## src/evd_pkg.sv

```systemverilog
package evd_pkg;

    // Number of I-maskable request lines (base+0x82 .. base+0xF2)
    localparam int NUM_IRQ = 57;

    localparam logic [7:0]  VBR_RESET       = 8'hFF;
    localparam logic [7:0]  VBR_DEBUG       = 8'hFF;
    localparam logic [7:0]  BASE_LOW        = 8'h00;
    localparam logic [7:0]  OFF_SPURIOUS    = 8'h80;
    localparam logic [7:0]  OFF_IRQ_FIRST   = 8'h82;
    localparam logic [7:0]  OFF_IRQ_LAST    = 8'hF2;
    localparam logic [7:0]  OFF_XIRQ        = 8'hF4;
    localparam logic [7:0]  OFF_SOFT        = 8'hF6;
    localparam logic [7:0]  OFF_TRAP        = 8'hF8;
    localparam logic [15:0] VEC_RST_POWER   = 16'hFFFE;
    localparam logic [15:0] VEC_RST_CLKMON  = 16'hFFFC;
    localparam logic [15:0] VEC_RST_WDOG    = 16'hFFFA;

    // Requests coming from the system toward the decoder
    typedef struct packed {
        logic               rst_power;
        logic               rst_clkmon;
        logic               rst_wdog;
        logic               trap;
        logic               software_interrupt_request;
        logic               xirq;
        logic [NUM_IRQ-1:0] irq;
    } evd_req_s;

    // Core condition code mask bits
    typedef struct packed {
        logic x_mask;
        logic i_mask;
    } evd_cond_s;

    typedef enum logic [3:0] {
        EVD_SRC_NONE,
        EVD_SRC_RST_POWER,
        EVD_SRC_RST_CLKMON,
        EVD_SRC_RST_WDOG,
        EVD_SRC_TRAP,
        EVD_SRC_SOFT,
        EVD_SRC_XIRQ,
        EVD_SRC_IRQ
    } evd_src_e;

endpackage

```

## src/evd_decoder.sv

```systemverilog
`timescale 1ns/1ps
module evd_decoder (
    // Clock and reset
    input  wire logic                        sys_clk,
    input  wire logic                        rst,
    // Vector base register write port
    input  wire logic                        vbr_write,
    input  wire logic [7:0]                  vbr_wdata,
    output logic      [7:0]                  vector_base_register,
    // Requests and core state
    input  wire evd_pkg::evd_req_s           req,
    input  wire logic [evd_pkg::NUM_IRQ-1:0] irq_enable,
    input  wire evd_pkg::evd_cond_s          core_condition_codes,
    input  wire logic                        background_debug,
    // Vector handshake
    input  wire logic                        vector_request,
    output logic      [15:0]                 vector_addr,
    output logic                             vector_valid,
    output evd_pkg::evd_src_e                vector_source,
    // Wake-up
    output logic                             wake_up
);

    localparam int NI = evd_pkg::NUM_IRQ;

    logic [7:0]  vector_base_upper_byte;
    logic [15:0] vector_base;
    logic [NI-1:0] irq_active;
    logic        irq_any;
    logic [7:0]  irq_offset;
    logic        hi_pending;
    logic        irq_allowed;
    logic        xirq_allowed;
    logic [15:0] next_vector_addr;
    evd_pkg::evd_src_e next_source;

    // Base register, software writable
    always_ff @(posedge sys_clk or posedge rst) begin
        if (rst) begin
            vector_base_register <= evd_pkg::VBR_RESET;
        end else if (vbr_write) begin
            vector_base_register <= vbr_wdata;
        end
    end

    assign vector_base_upper_byte = background_debug
        ? evd_pkg::VBR_DEBUG : vector_base_register;
    assign vector_base = {vector_base_upper_byte,
        evd_pkg::BASE_LOW};

    // Line k maps to base+0x82+2k; higher k wins
    assign irq_active = req.irq & irq_enable;
    assign irq_any    = |irq_active;

    always_comb begin
        irq_offset = evd_pkg::OFF_IRQ_FIRST;
        for (int k = 0; k < NI; k++) begin
            if (irq_active[k]) begin
                irq_offset = 8'(evd_pkg::OFF_IRQ_FIRST
                    + 2 * k);
            end
        end
    end

    assign hi_pending = req.trap | req.software_interrupt_request
        | req.xirq;
    assign xirq_allowed = req.xirq & ~core_condition_codes.x_mask;
    // Masked high requests still block I-level service
    assign irq_allowed = irq_any & ~core_condition_codes.i_mask
        & ~hi_pending;

    // Fixed priority chain, highest vector first
    always_comb begin
        next_vector_addr = {vector_base_upper_byte,
            evd_pkg::OFF_SPURIOUS};
        next_source = evd_pkg::EVD_SRC_NONE;
        if (req.rst_power) begin
            next_vector_addr = evd_pkg::VEC_RST_POWER;
            next_source = evd_pkg::EVD_SRC_RST_POWER;
        end else if (req.rst_clkmon) begin
            next_vector_addr = evd_pkg::VEC_RST_CLKMON;
            next_source = evd_pkg::EVD_SRC_RST_CLKMON;
        end else if (req.rst_wdog) begin
            next_vector_addr = evd_pkg::VEC_RST_WDOG;
            next_source = evd_pkg::EVD_SRC_RST_WDOG;
        end else if (req.trap) begin
            next_vector_addr = vector_base | 16'(evd_pkg::OFF_TRAP);
            next_source = evd_pkg::EVD_SRC_TRAP;
        end else if (req.software_interrupt_request) begin
            next_vector_addr = vector_base | 16'(evd_pkg::OFF_SOFT);
            next_source = evd_pkg::EVD_SRC_SOFT;
        end else if (xirq_allowed) begin
            next_vector_addr = vector_base | 16'(evd_pkg::OFF_XIRQ);
            next_source = evd_pkg::EVD_SRC_XIRQ;
        end else if (irq_allowed) begin
            next_vector_addr = vector_base | 16'(irq_offset);
            next_source = evd_pkg::EVD_SRC_IRQ;
        end
    end

    // Vector captured only when the core asks
    always_ff @(posedge sys_clk or posedge rst) begin
        if (rst) begin
            vector_addr   <= 16'h0000;
            vector_valid  <= 1'b0;
            vector_source <= evd_pkg::EVD_SRC_NONE;
        end else begin
            vector_valid <= vector_request;
            if (vector_request) begin
                vector_addr   <= next_vector_addr;
                vector_source <= next_source;
            end
        end
    end

    // Wake is purely combinational so it works with the clock gated
    assign wake_up = req.rst_power | req.rst_clkmon | req.rst_wdog
        | req.trap | req.software_interrupt_request | xirq_allowed
        | (irq_any & ~core_condition_codes.i_mask);

    // Assertions
    property p_vbr_reset;
        @(posedge sys_clk) $fell(rst) |-> vector_base_register == 8'hFF;
    endproperty
    a_vbr_reset: assert property (p_vbr_reset)
        else $error("base register not 0xFF after reset");

    property p_valid_follows;
        @(posedge sys_clk) disable iff (rst)
            vector_request |=> vector_valid
                && vector_addr == $past(next_vector_addr);
    endproperty
    a_valid_follows: assert property (p_valid_follows)
        else $error("vector not delivered after request");

    property p_hold;
        @(posedge sys_clk) disable iff (rst)
            !vector_request |=> $stable(vector_addr) && !vector_valid;
    endproperty
    a_hold: assert property (p_hold)
        else $error("vector changed without request");

    property p_debug_base;
        @(posedge sys_clk) disable iff (rst)
            vector_request && background_debug && !req.rst_power
            && !req.rst_clkmon && !req.rst_wdog
            |=> vector_addr[15:8] == 8'hFF;
    endproperty
    a_debug_base: assert property (p_debug_base)
        else $error("debug base not forced");

    property p_reset_vec;
        @(posedge sys_clk) disable iff (rst)
            vector_request && req.rst_power |=> vector_addr == 16'hFFFE;
    endproperty
    a_reset_vec: assert property (p_reset_vec)
        else $error("power reset vector wrong");

    property p_spurious;
        @(posedge sys_clk) disable iff (rst)
            vector_request && !wake_up && !req.xirq
            |=> vector_addr[7:0] == 8'h80
                && vector_source == evd_pkg::EVD_SRC_NONE;
    endproperty
    a_spurious: assert property (p_spurious)
        else $error("spurious vector missing");

    property p_soft_over_irq;
        @(posedge sys_clk) disable iff (rst)
            vector_request && req.software_interrupt_request && !req.trap
            && !req.rst_power && !req.rst_clkmon && !req.rst_wdog
            |=> vector_addr[7:0] == 8'hF6;
    endproperty
    a_soft_over_irq: assert property (p_soft_over_irq)
        else $error("software vector wrong");

    property p_irq_masked;
        @(posedge sys_clk) disable iff (rst)
            vector_request && core_condition_codes.i_mask
            |=> vector_source != evd_pkg::EVD_SRC_IRQ;
    endproperty
    a_irq_masked: assert property (p_irq_masked)
        else $error("masked I request serviced");

    property p_irq_range;
        @(posedge sys_clk) disable iff (rst)
            vector_source == evd_pkg::EVD_SRC_IRQ |->
            vector_addr[7:0] >= 8'h82 && vector_addr[7:0] <= 8'hF2;
    endproperty
    a_irq_range: assert property (p_irq_range)
        else $error("I vector out of range");

    property p_wake;
        @(posedge sys_clk) disable iff (rst)
            req.trap |-> wake_up;
    endproperty
    a_wake: assert property (p_wake)
        else $error("no wake on trap");

    property p_trap_vec;
        @(posedge sys_clk) disable iff (rst)
            vector_request && req.trap && !req.rst_power
            && !req.rst_clkmon && !req.rst_wdog
            |=> vector_addr[7:0] == evd_pkg::OFF_TRAP
                && vector_source == evd_pkg::EVD_SRC_TRAP;
    endproperty
    a_trap_vec: assert property (p_trap_vec)
        else $error("trap vector wrong");

    property p_xirq_vec;
        @(posedge sys_clk) disable iff (rst)
            vector_request && req.xirq && !core_condition_codes.x_mask
            && !req.trap && !req.software_interrupt_request
            && !req.rst_power && !req.rst_clkmon && !req.rst_wdog
            |=> vector_addr[7:0] == evd_pkg::OFF_XIRQ;
    endproperty
    a_xirq_vec: assert property (p_xirq_vec)
        else $error("X-maskable vector wrong");

    property p_base_upper;
        @(posedge sys_clk) disable iff (rst)
            vector_request && !background_debug && !req.rst_power
            && !req.rst_clkmon && !req.rst_wdog
            |=> vector_addr[15:8] == $past(vector_base_register);
    endproperty
    a_base_upper: assert property (p_base_upper)
        else $error("vector upper byte not from base register");

    property p_debug_keeps;
        @(posedge sys_clk) disable iff (rst)
            background_debug && !vbr_write
            |=> vector_base_register == $past(vector_base_register);
    endproperty
    a_debug_keeps: assert property (p_debug_keeps)
        else $error("base register changed in debug");

    property p_clkmon_vec;
        @(posedge sys_clk) disable iff (rst)
            vector_request && req.rst_clkmon && !req.rst_power
            |=> vector_addr == evd_pkg::VEC_RST_CLKMON;
    endproperty
    a_clkmon_vec: assert property (p_clkmon_vec)
        else $error("clock monitor reset vector wrong");

    property p_wdog_vec;
        @(posedge sys_clk) disable iff (rst)
            vector_request && req.rst_wdog && !req.rst_power
            && !req.rst_clkmon
            |=> vector_addr == evd_pkg::VEC_RST_WDOG;
    endproperty
    a_wdog_vec: assert property (p_wdog_vec)
        else $error("watchdog reset vector wrong");

    property p_irq_blocked;
        @(posedge sys_clk) disable iff (rst)
            vector_request
            && (req.trap || req.software_interrupt_request || req.xirq)
            |=> vector_source != evd_pkg::EVD_SRC_IRQ;
    endproperty
    a_irq_blocked: assert property (p_irq_blocked)
        else $error("I request served over higher request");

    property p_irq_top;
        @(posedge sys_clk) disable iff (rst)
            vector_request && req.irq[NI-1] && irq_enable[NI-1]
            && !core_condition_codes.i_mask && !hi_pending
            && !req.rst_power && !req.rst_clkmon && !req.rst_wdog
            |=> vector_addr[7:0] == evd_pkg::OFF_IRQ_LAST;
    endproperty
    a_irq_top: assert property (p_irq_top)
        else $error("highest I line did not win");

    property p_wake_irq;
        @(posedge sys_clk) disable iff (rst)
            irq_any && !core_condition_codes.i_mask |-> wake_up;
    endproperty
    a_wake_irq: assert property (p_wake_irq)
        else $error("no wake on enabled I request");

    property p_wake_quiet;
        @(posedge sys_clk) disable iff (rst)
            !req.rst_power && !req.rst_clkmon && !req.rst_wdog
            && !req.trap && !req.software_interrupt_request
            && !xirq_allowed && !irq_any |-> !wake_up;
    endproperty
    a_wake_quiet: assert property (p_wake_quiet)
        else $error("wake without any request");

    c_irq: cover property (@(posedge sys_clk) disable iff (rst)
        vector_source == evd_pkg::EVD_SRC_IRQ);
    c_xirq: cover property (@(posedge sys_clk) disable iff (rst)
        vector_source == evd_pkg::EVD_SRC_XIRQ);
    c_spur: cover property (@(posedge sys_clk) disable iff (rst)
        vector_valid && vector_source == evd_pkg::EVD_SRC_NONE);
    c_dbg: cover property (@(posedge sys_clk) disable iff (rst)
        vector_request && background_debug);
    c_reset: cover property (@(posedge sys_clk) disable iff (rst)
        vector_source == evd_pkg::EVD_SRC_RST_POWER);

endmodule // evd_decoder

```

## config.mk

```make
export PLATFORM = sky130hd
export DESIGN_NAME = evd_decoder
export DESIGN_NICKNAME = d
export VERILOG_FILES = /design/src/evd_pkg.sv /design/src/evd_decoder.sv
export SDC_FILE = /design/constraint.sdc
export NUM_CORES = 1
export LEC_CHECK = 0
export ABC_AREA = 0
export BUFFER_PORTS_ARGS = -buffer_cell sky130_fd_sc_hd__buf_2
export CORE_MARGIN = 5
export CORE_UTILIZATION = 40
export DETAILED_ROUTE_END_ITERATION = 12
export GPL_ROUTABILITY_DRIVEN = 0
export PLACE_DENSITY = 0.81
export RECOVER_POWER = 25
export SETUP_SLACK_MARGIN = 0.15
export SLEW_MARGIN = 20
export SYNTH_ARGS = -nofsm -noshare
export SYNTH_HDL_FRONTEND = slang
export SYNTH_SLANG_ARGS = --single-unit
export TNS_END_PERCENT = 100
```

## constraint.sdc

```tcl
create_clock -name sys_clk -period 2 [get_ports sys_clk]
set_input_delay 0.2 -clock sys_clk [delete_from_list [all_inputs] [get_ports sys_clk]]
set_output_delay 0.2 -clock sys_clk [all_outputs]
set_load 0.01 [all_outputs]
```

======== Word level (Yosys, flattened, before mapping) ========
Cells that the tools add are included.
cells by class
  muxes and demuxes ....................... 71
  bitwise operators ....................... 16
  reduce and logical (&&, ||, !) cells .... 1
operators with widths
  cell              count
  $mux 8            54
  $mux 16           7
  $and 57x57->57    1
  $reduce_or 57->1  1
  $mux 3            9
  $or 16x8->16      1
  $or 1x1->1        8
  $mux 4            1
  $and 1x1->1       3
  $not 1->1         3
storage, ports and cells
  register bits after elaboration ......... 29
  input port bits ......................... 135
  output and inout port bits .............. 30
  logic and storage cells ................. 92

======== Depth between registers and ports, before layout ========
  word-level depth ........................ 65
  gate-level depth with buffers ........... 6
  mapped depth without buffers ............ 6

======== Least setup slack after synthesis ========
OpenSTA, ideal clock, no wires.
  kind .................................... input to register
  from .................................... input port req[21] (netlist bit)
  to ...................................... register vector_addr[1]
  arrival ................................. 1785 ps
  required time ........................... 1866 ps
  setup slack ............................. 81 ps
  stages .................................. 6
  cells stage by stage .................... a22o_1 -> or4_4 -> nor4_4 -> a211oi_2 -> o41ai_2 -> nor3_1
between the ends
  word-level cells in the longest chain between the ends .. 45
  elaborated cells between the ends (all ways) .. 48
ends and longest elaborated chain
  item                    RTL line            source
  start: declaration      evd_decoder.sv:11   input wire evd_pkg::evd_req_s req,
  $and 57x57->57 *        evd_decoder.sv:52   assign irq_active = req.irq & irq_enable;
  $mux 8 (36 in a row)    evd_decoder.sv:58   if (irq_active[k]) begin
  $or 16x8->16            evd_decoder.sv:96   next_vector_addr = vector_base | 16'(irq_offset);
  $mux 16 *               evd_decoder.sv:95   end else if (irq_allowed) begin
  $mux 16 *               evd_decoder.sv:92   end else if (xirq_allowed) begin
  $mux 16 *               evd_decoder.sv:89   end else if (req.software_interrupt_request) begin
  $mux 16 *               evd_decoder.sv:86   end else if (req.trap) begin
  $mux 16 *               evd_decoder.sv:83   end else if (req.rst_wdog) begin
  $mux 16 *               evd_decoder.sv:80   end else if (req.rst_clkmon) begin
  $mux 16 *               evd_decoder.sv:77   if (req.rst_power) begin
  end signal: assignment  evd_decoder.sv:110  vector_addr <= next_vector_addr;
  end: declaration        evd_decoder.sv:17   output logic [15:0] vector_addr,
Mark *: on every way between the ends. The rest lies on a longest branch, timed or not.
A chain may end at the register's enable or synchronous reset.

======== Final worst setup path ========
  from .................................... input port irq_enable[9] (netlist bit)
  to ...................................... output port wake_up
between the ends
  word-level cells in the longest chain between the ends .. 4
ends and longest elaborated chain
  item                RTL line            source
  start: declaration  evd_decoder.sv:12   input wire logic [evd_pkg::NUM_IRQ-1:0] irq_enable,
  $and 57x57->57      evd_decoder.sv:52
  $reduce_or 57->1    evd_decoder.sv:53   assign irq_any = |irq_active;
  $and 1x1->1         evd_decoder.sv:119  | (irq_any & ~core_condition_codes.i_mask);
  $or 1x1->1          evd_decoder.sv:119
  end: declaration    evd_decoder.sv:21   output logic wake_up
No other way between the ends.

==> results.md <==
- The number of flops mapped to enable cells by yosys is 0.
- The slowest stage of the critical path is the sky130_fd_sc_hd__or4b_4 cell.
- The leading area contributor after synthesis is sky130_fd_sc_hd__dfrtp_1.
- The final period utilization is 100%.
- Setup repair after global routing could not meet its margin everywhere.
- The worst setup path is of the primary input to output port kind.
- CTS built an H-tree with a depth of 1.
- The final reports fail on negative setup slack.
- Synthesis inferred 27 register bits.
- The path category of the worst min-delay check is primary input to asynchronous set/reset pin.
- The number of endpoints with negative hold slack in the final report is 0.
- Once the floorplan was initialized, standard cells occupied 41.4% of the core.
- Yosys printed 0 warnings.
- For the worst setup path, the data required time is 1.80 ns.
- Before CTS, the worst setup slack after placement is -0.124 ns.
- The via count of the first global-routing pass came to 3074.
- The net count reported at finish is 583.
- 165 I/O pins were placed.
- CTS placed an instance of sky130_fd_sc_hd__clkbuf_8 at the clock tree root.
- Derived from the worst setup path, the maximum achievable clock frequency is 498 MHz.
- Relative to the synthesized area, the layout overhead comes to 60.8%.
- The cell area after synthesis is 2130 sq um.
- The kind of capture point of the worst setup path is an output port.
- The arrival time at the worst endpoint is 1.81 ns.
- The wire length of the first global-routing pass is 13.5 mm.
- The most frequently used flop master after synthesis is sky130_fd_sc_hd__dfrtp_1.
- The overflow left after global routing is 0.
- The area fraction of the dominant cell type after synthesis is 22.3%.
- The maximum single-stage delay on the critical path is 0.56 ns.
- The number of antenna violations at the first check in global routing is 0.
- Before antenna repair, the detailed router went through 4 iterations.
- In this run the worst path has a maximum fanout of 2.
- Dividing total power by cell area gives a power density of 438 nW/um^2.
- The average instance in the mapped netlist occupies 8.69 sq um.
- The number of sinks handled by clock tree synthesis is 27.
- Summed over all cells, the static leakage comes to 1.59 nW.
- Across every metal layer, demand over resource in global routing totals 22.8%.
- The hold buffer count at cts is 0.
- Once routing completed, OpenROAD measured the worst setup slack at -0.00639 ns.
- In this run, distinct cell masters in the synthesized netlist total 48.
- The area of the core region is 5140 sq um.
- The final count of negative-setup-slack endpoints is 1.
- Once layout is complete, the cells apart from fillers number 517.
- The sequential standard cell area is 686 sq um.
- The layout has 456 filler cells.
- The remaining max-slew budget at the tightest pin is 35.9%.
- The async set-reset flop share out of synthesis is 100%.
- Max-cap violations in this run came to 0.
- Measured along the x axis, the die boundary spans 82.9 um.
- The transition time at the pin with the least slew margin is 0.961 ns.
- The number of pins exceeding their max-slew limit in the final report is 0.
- The number of inserted diodes is 0.
- The run finished, with violations left.
- The floorplan has 26 rows.
- At the later pin of the worst-skew pair, clock insertion delay measures 0.26 ns.
- In this run, the number of DRC markers left after iteration 0 of detailed routing was 179.
- The time the final worst path needs with I/O delays and setup is 2.01 ns.
- The worst-case IR drop observed on VDD is 0.256 mV.
- The count of buffering cells on the critical path with inverters included is 2.
- The startpoint of the worst register-to-register path is vector_addr[2].
- On the final layout, the worst clock skew is 0.00329 ns.
- The endpoint identified for the worst register-to-register timing path is vector_addr[2].
- Entering global routing, the biggest net connects 22 pins.
- The area of the die is 6880 sq um.
- The number of clock buffers added by TritonCTS is 3.
- The post-detailed-route via-to-cell ratio is 5.66.
- The kind of start point of the critical path is a primary input.
- The power after layout is 0.00150 W.
- The family of cells with the greatest summed delay on the critical path is simple AND/OR/NAND/NOR gates.
- The routed wirelength normalized by instance count is 15.7 um.
- After detailed placement, the design holds a cell count of 507.
- The clock tree from TritonCTS is yes.
- The share of cells above drive strength 1 is 52.1%.
- The logic depth of the worst register-to-register path is 4.
- The count of cell instances traversed by the critical path is 7.
- For flop-to-flop paths, the worst setup slack is 0.90 ns.
- After detailed routing, the number of remaining DRC violations is 0.
- Measured on the finished design, the core utilization comes to 66.6%.
- Summed over all layers, the routed wires come to 8.14 mm.
- In this run the remaining antenna-violating nets after routing total 0.
- Sorting the synthesized cells by area gives the leading types as sky130_fd_sc_hd__dfrtp_1 (22%), sky130_fd_sc_hd__dfstp_2 (9.9%), sky130_fd_sc_hd__a22oi_1 (7.4%).
- Traced cell by cell, the critical path runs through buf_6 > a22o_4 > or4b_4 > nor4_4 > a21oi_1 > nand4bb_1 > buf_2.
- In this run the vertical extent of the chip is 82.9 um.
- The count of buffers inserted at the top-level ports is 162.
- Summing all multi-input logic gate instances after layout gives 1430 sq um.
- The total number of vias is 2924.
- The clock-pin slew on the worst setup and hold paths is 0.09 ns.
- The instance count of the mapped netlist is 245.
- Counting along the longest clock path gives a buffer depth of 2.
- The HPWL reported at the end of detailed placement is 6.90 mm.
- The sequential element share of the synthesized area is 32.2%.
==> stage by stage <==
| step | area, sq um | TNS (ns) | hold slack (ns) |
|---|---|---|---|
| after global routing | 3420 | -0.0497 | 0.0878 |
| after global placement | 3280 | -0.200 | 0.309 |
| after detailed placement | 3280 | -0.474 | 0.326 |
| after CTS | 3370 | 0 | 0.0332 |
| final | 3420 | -0.00639 | 0.0162 |
| after floorplan | 2150 | 0 | 0.231 |
==> cell families (layout without fill, tap and decap cells) <==
kind of cell	after synthesis	after routing	synth area share [%]
buffers and inverters	12	213	2.47
other	1	2	0.176
AND/OR/NAND/NOR	93	93	22.9
AO/OA/AOI/OAI	104	104	38.0
multiplexers	8	8	4.23
flip-flops	27	27	32.2
==> per-layer routing <==
metal / GRT usage [%] / wire length [um] / vias up
met5: 0 / 0 / -
met4: 10.5 / 346 / 0
met3: 2.18 / 462 / 30
met2: 41.6 / 4190 / 145
met1: 26.5 / 3150 / 1337
li1: - / - / 1412
==> area by class of cell <==
class                           instances  area share (%)
Multi-Input combinational cell        207            41.8
Inverter                                6           0.658
Sequential cell                        27            20.0
Clock buffer                            3            1.21
Timing Repair Buffer                  203            33.6
Tap cell                               70            2.56
Clock inverter                          1           0.146
==> repair_timing <==
item / in CTS / in global routing
resized for setup: 3 / 6
buffers inserted: 3 / 3
setup endpoints to repair: 2 / 6
pin swaps: 5 / 7
==> flip-flops by register name, indices dropped and copies added, names as in the netlist <==
name / cells
vector_source: 3
vector_addr: 15
vector_base_register: 8
vector_valid: 1
==> worst max path at each step <==
stage                        start                to  slack (ns)
floorplan                   req[9]    vector_addr[1]        0.13
global placement            req[9]           wake_up       -0.06
detailed placement          req[9]  vector_source[2]       -0.12
CTS                 irq_enable[19]           wake_up        0.03
global route         irq_enable[9]           wake_up       -0.03
finish               irq_enable[9]           wake_up      -0.006
==> report_power, final <==
part	switching [W]	leakage, nW	total, W	internal, W
combinational	0.000287	1.30	0.000591	0.000305
clock	0.000157	0.0255	0.000296	0.000139
sequential	0.0000211	0.270	0.000613	0.000592
==> synth_stat cells (2+ instances only) <==
cell type and count:
sky130_fd_sc_hd__and2_1 5, sky130_fd_sc_hd__dfstp_2 8, sky130_fd_sc_hd__nand2b_1 6, sky130_fd_sc_hd__dfrtp_1 19, sky130_fd_sc_hd__o31ai_1 2, sky130_fd_sc_hd__a22o_1 10, sky130_fd_sc_hd__nor2b_1 3, sky130_fd_sc_hd__nor2_1 14
sky130_fd_sc_hd__o21ai_0 8, sky130_fd_sc_hd__o41ai_1 2, sky130_fd_sc_hd__a211oi_1 7, sky130_fd_sc_hd__a221oi_1 3, sky130_fd_sc_hd__nand3_1 6, sky130_fd_sc_hd__a32oi_1 4, sky130_fd_sc_hd__a222oi_1 4, sky130_fd_sc_hd__nand2_1 34
sky130_fd_sc_hd__nand4_1 7, sky130_fd_sc_hd__a31oi_1 5, sky130_fd_sc_hd__nor3_1 8, sky130_fd_sc_hd__a21oi_1 9, sky130_fd_sc_hd__a32o_1 4, sky130_fd_sc_hd__o22a_1 10, sky130_fd_sc_hd__inv_1 6, sky130_fd_sc_hd__buf_4 2
sky130_fd_sc_hd__o211ai_1 5, sky130_fd_sc_hd__clkbuf_1 4, sky130_fd_sc_hd__a22oi_1 21, sky130_fd_sc_hd__or4b_1 2, sky130_fd_sc_hd__mux2_2 8
==> layout by cell type, fill, tap and decap left out, types with 3 or more instances in the layout <==
cell type                  synthesis  final
sky130_fd_sc_hd__nand2b_1          6      6
sky130_fd_sc_hd__dfrtp_1          19     19
sky130_fd_sc_hd__a32o_1            4      4
sky130_fd_sc_hd__o211ai_1          5      5
sky130_fd_sc_hd__mux2_2            8      8
sky130_fd_sc_hd__buf_6             0      6
sky130_fd_sc_hd__a22oi_1          21     21
sky130_fd_sc_hd__nand2_1          34     34
sky130_fd_sc_hd__a21oi_1           9      8
sky130_fd_sc_hd__a211oi_1          7      6
sky130_fd_sc_hd__clkbuf_8          0      3
sky130_fd_sc_hd__o22a_1           10     10
sky130_fd_sc_hd__nand3_1           6      6
sky130_fd_sc_hd__o21ai_0           8      8
sky130_fd_sc_hd__a31oi_1           5      5
sky130_fd_sc_hd__a32oi_1           4      4
sky130_fd_sc_hd__nor3_1            8      8
sky130_fd_sc_hd__buf_2             0    157
sky130_fd_sc_hd__inv_1             6      6
sky130_fd_sc_hd__buf_4             2     39
sky130_fd_sc_hd__a22o_1           10      9
sky130_fd_sc_hd__nor2_1           14     14
sky130_fd_sc_hd__and2_1            5      5
sky130_fd_sc_hd__a222oi_1          4      4
sky130_fd_sc_hd__a221oi_1          3      3
sky130_fd_sc_hd__nor2b_1           3      3
sky130_fd_sc_hd__dfstp_2           8      8
sky130_fd_sc_hd__nand4_1           7      7
Power figures use the tool's default switching activity.
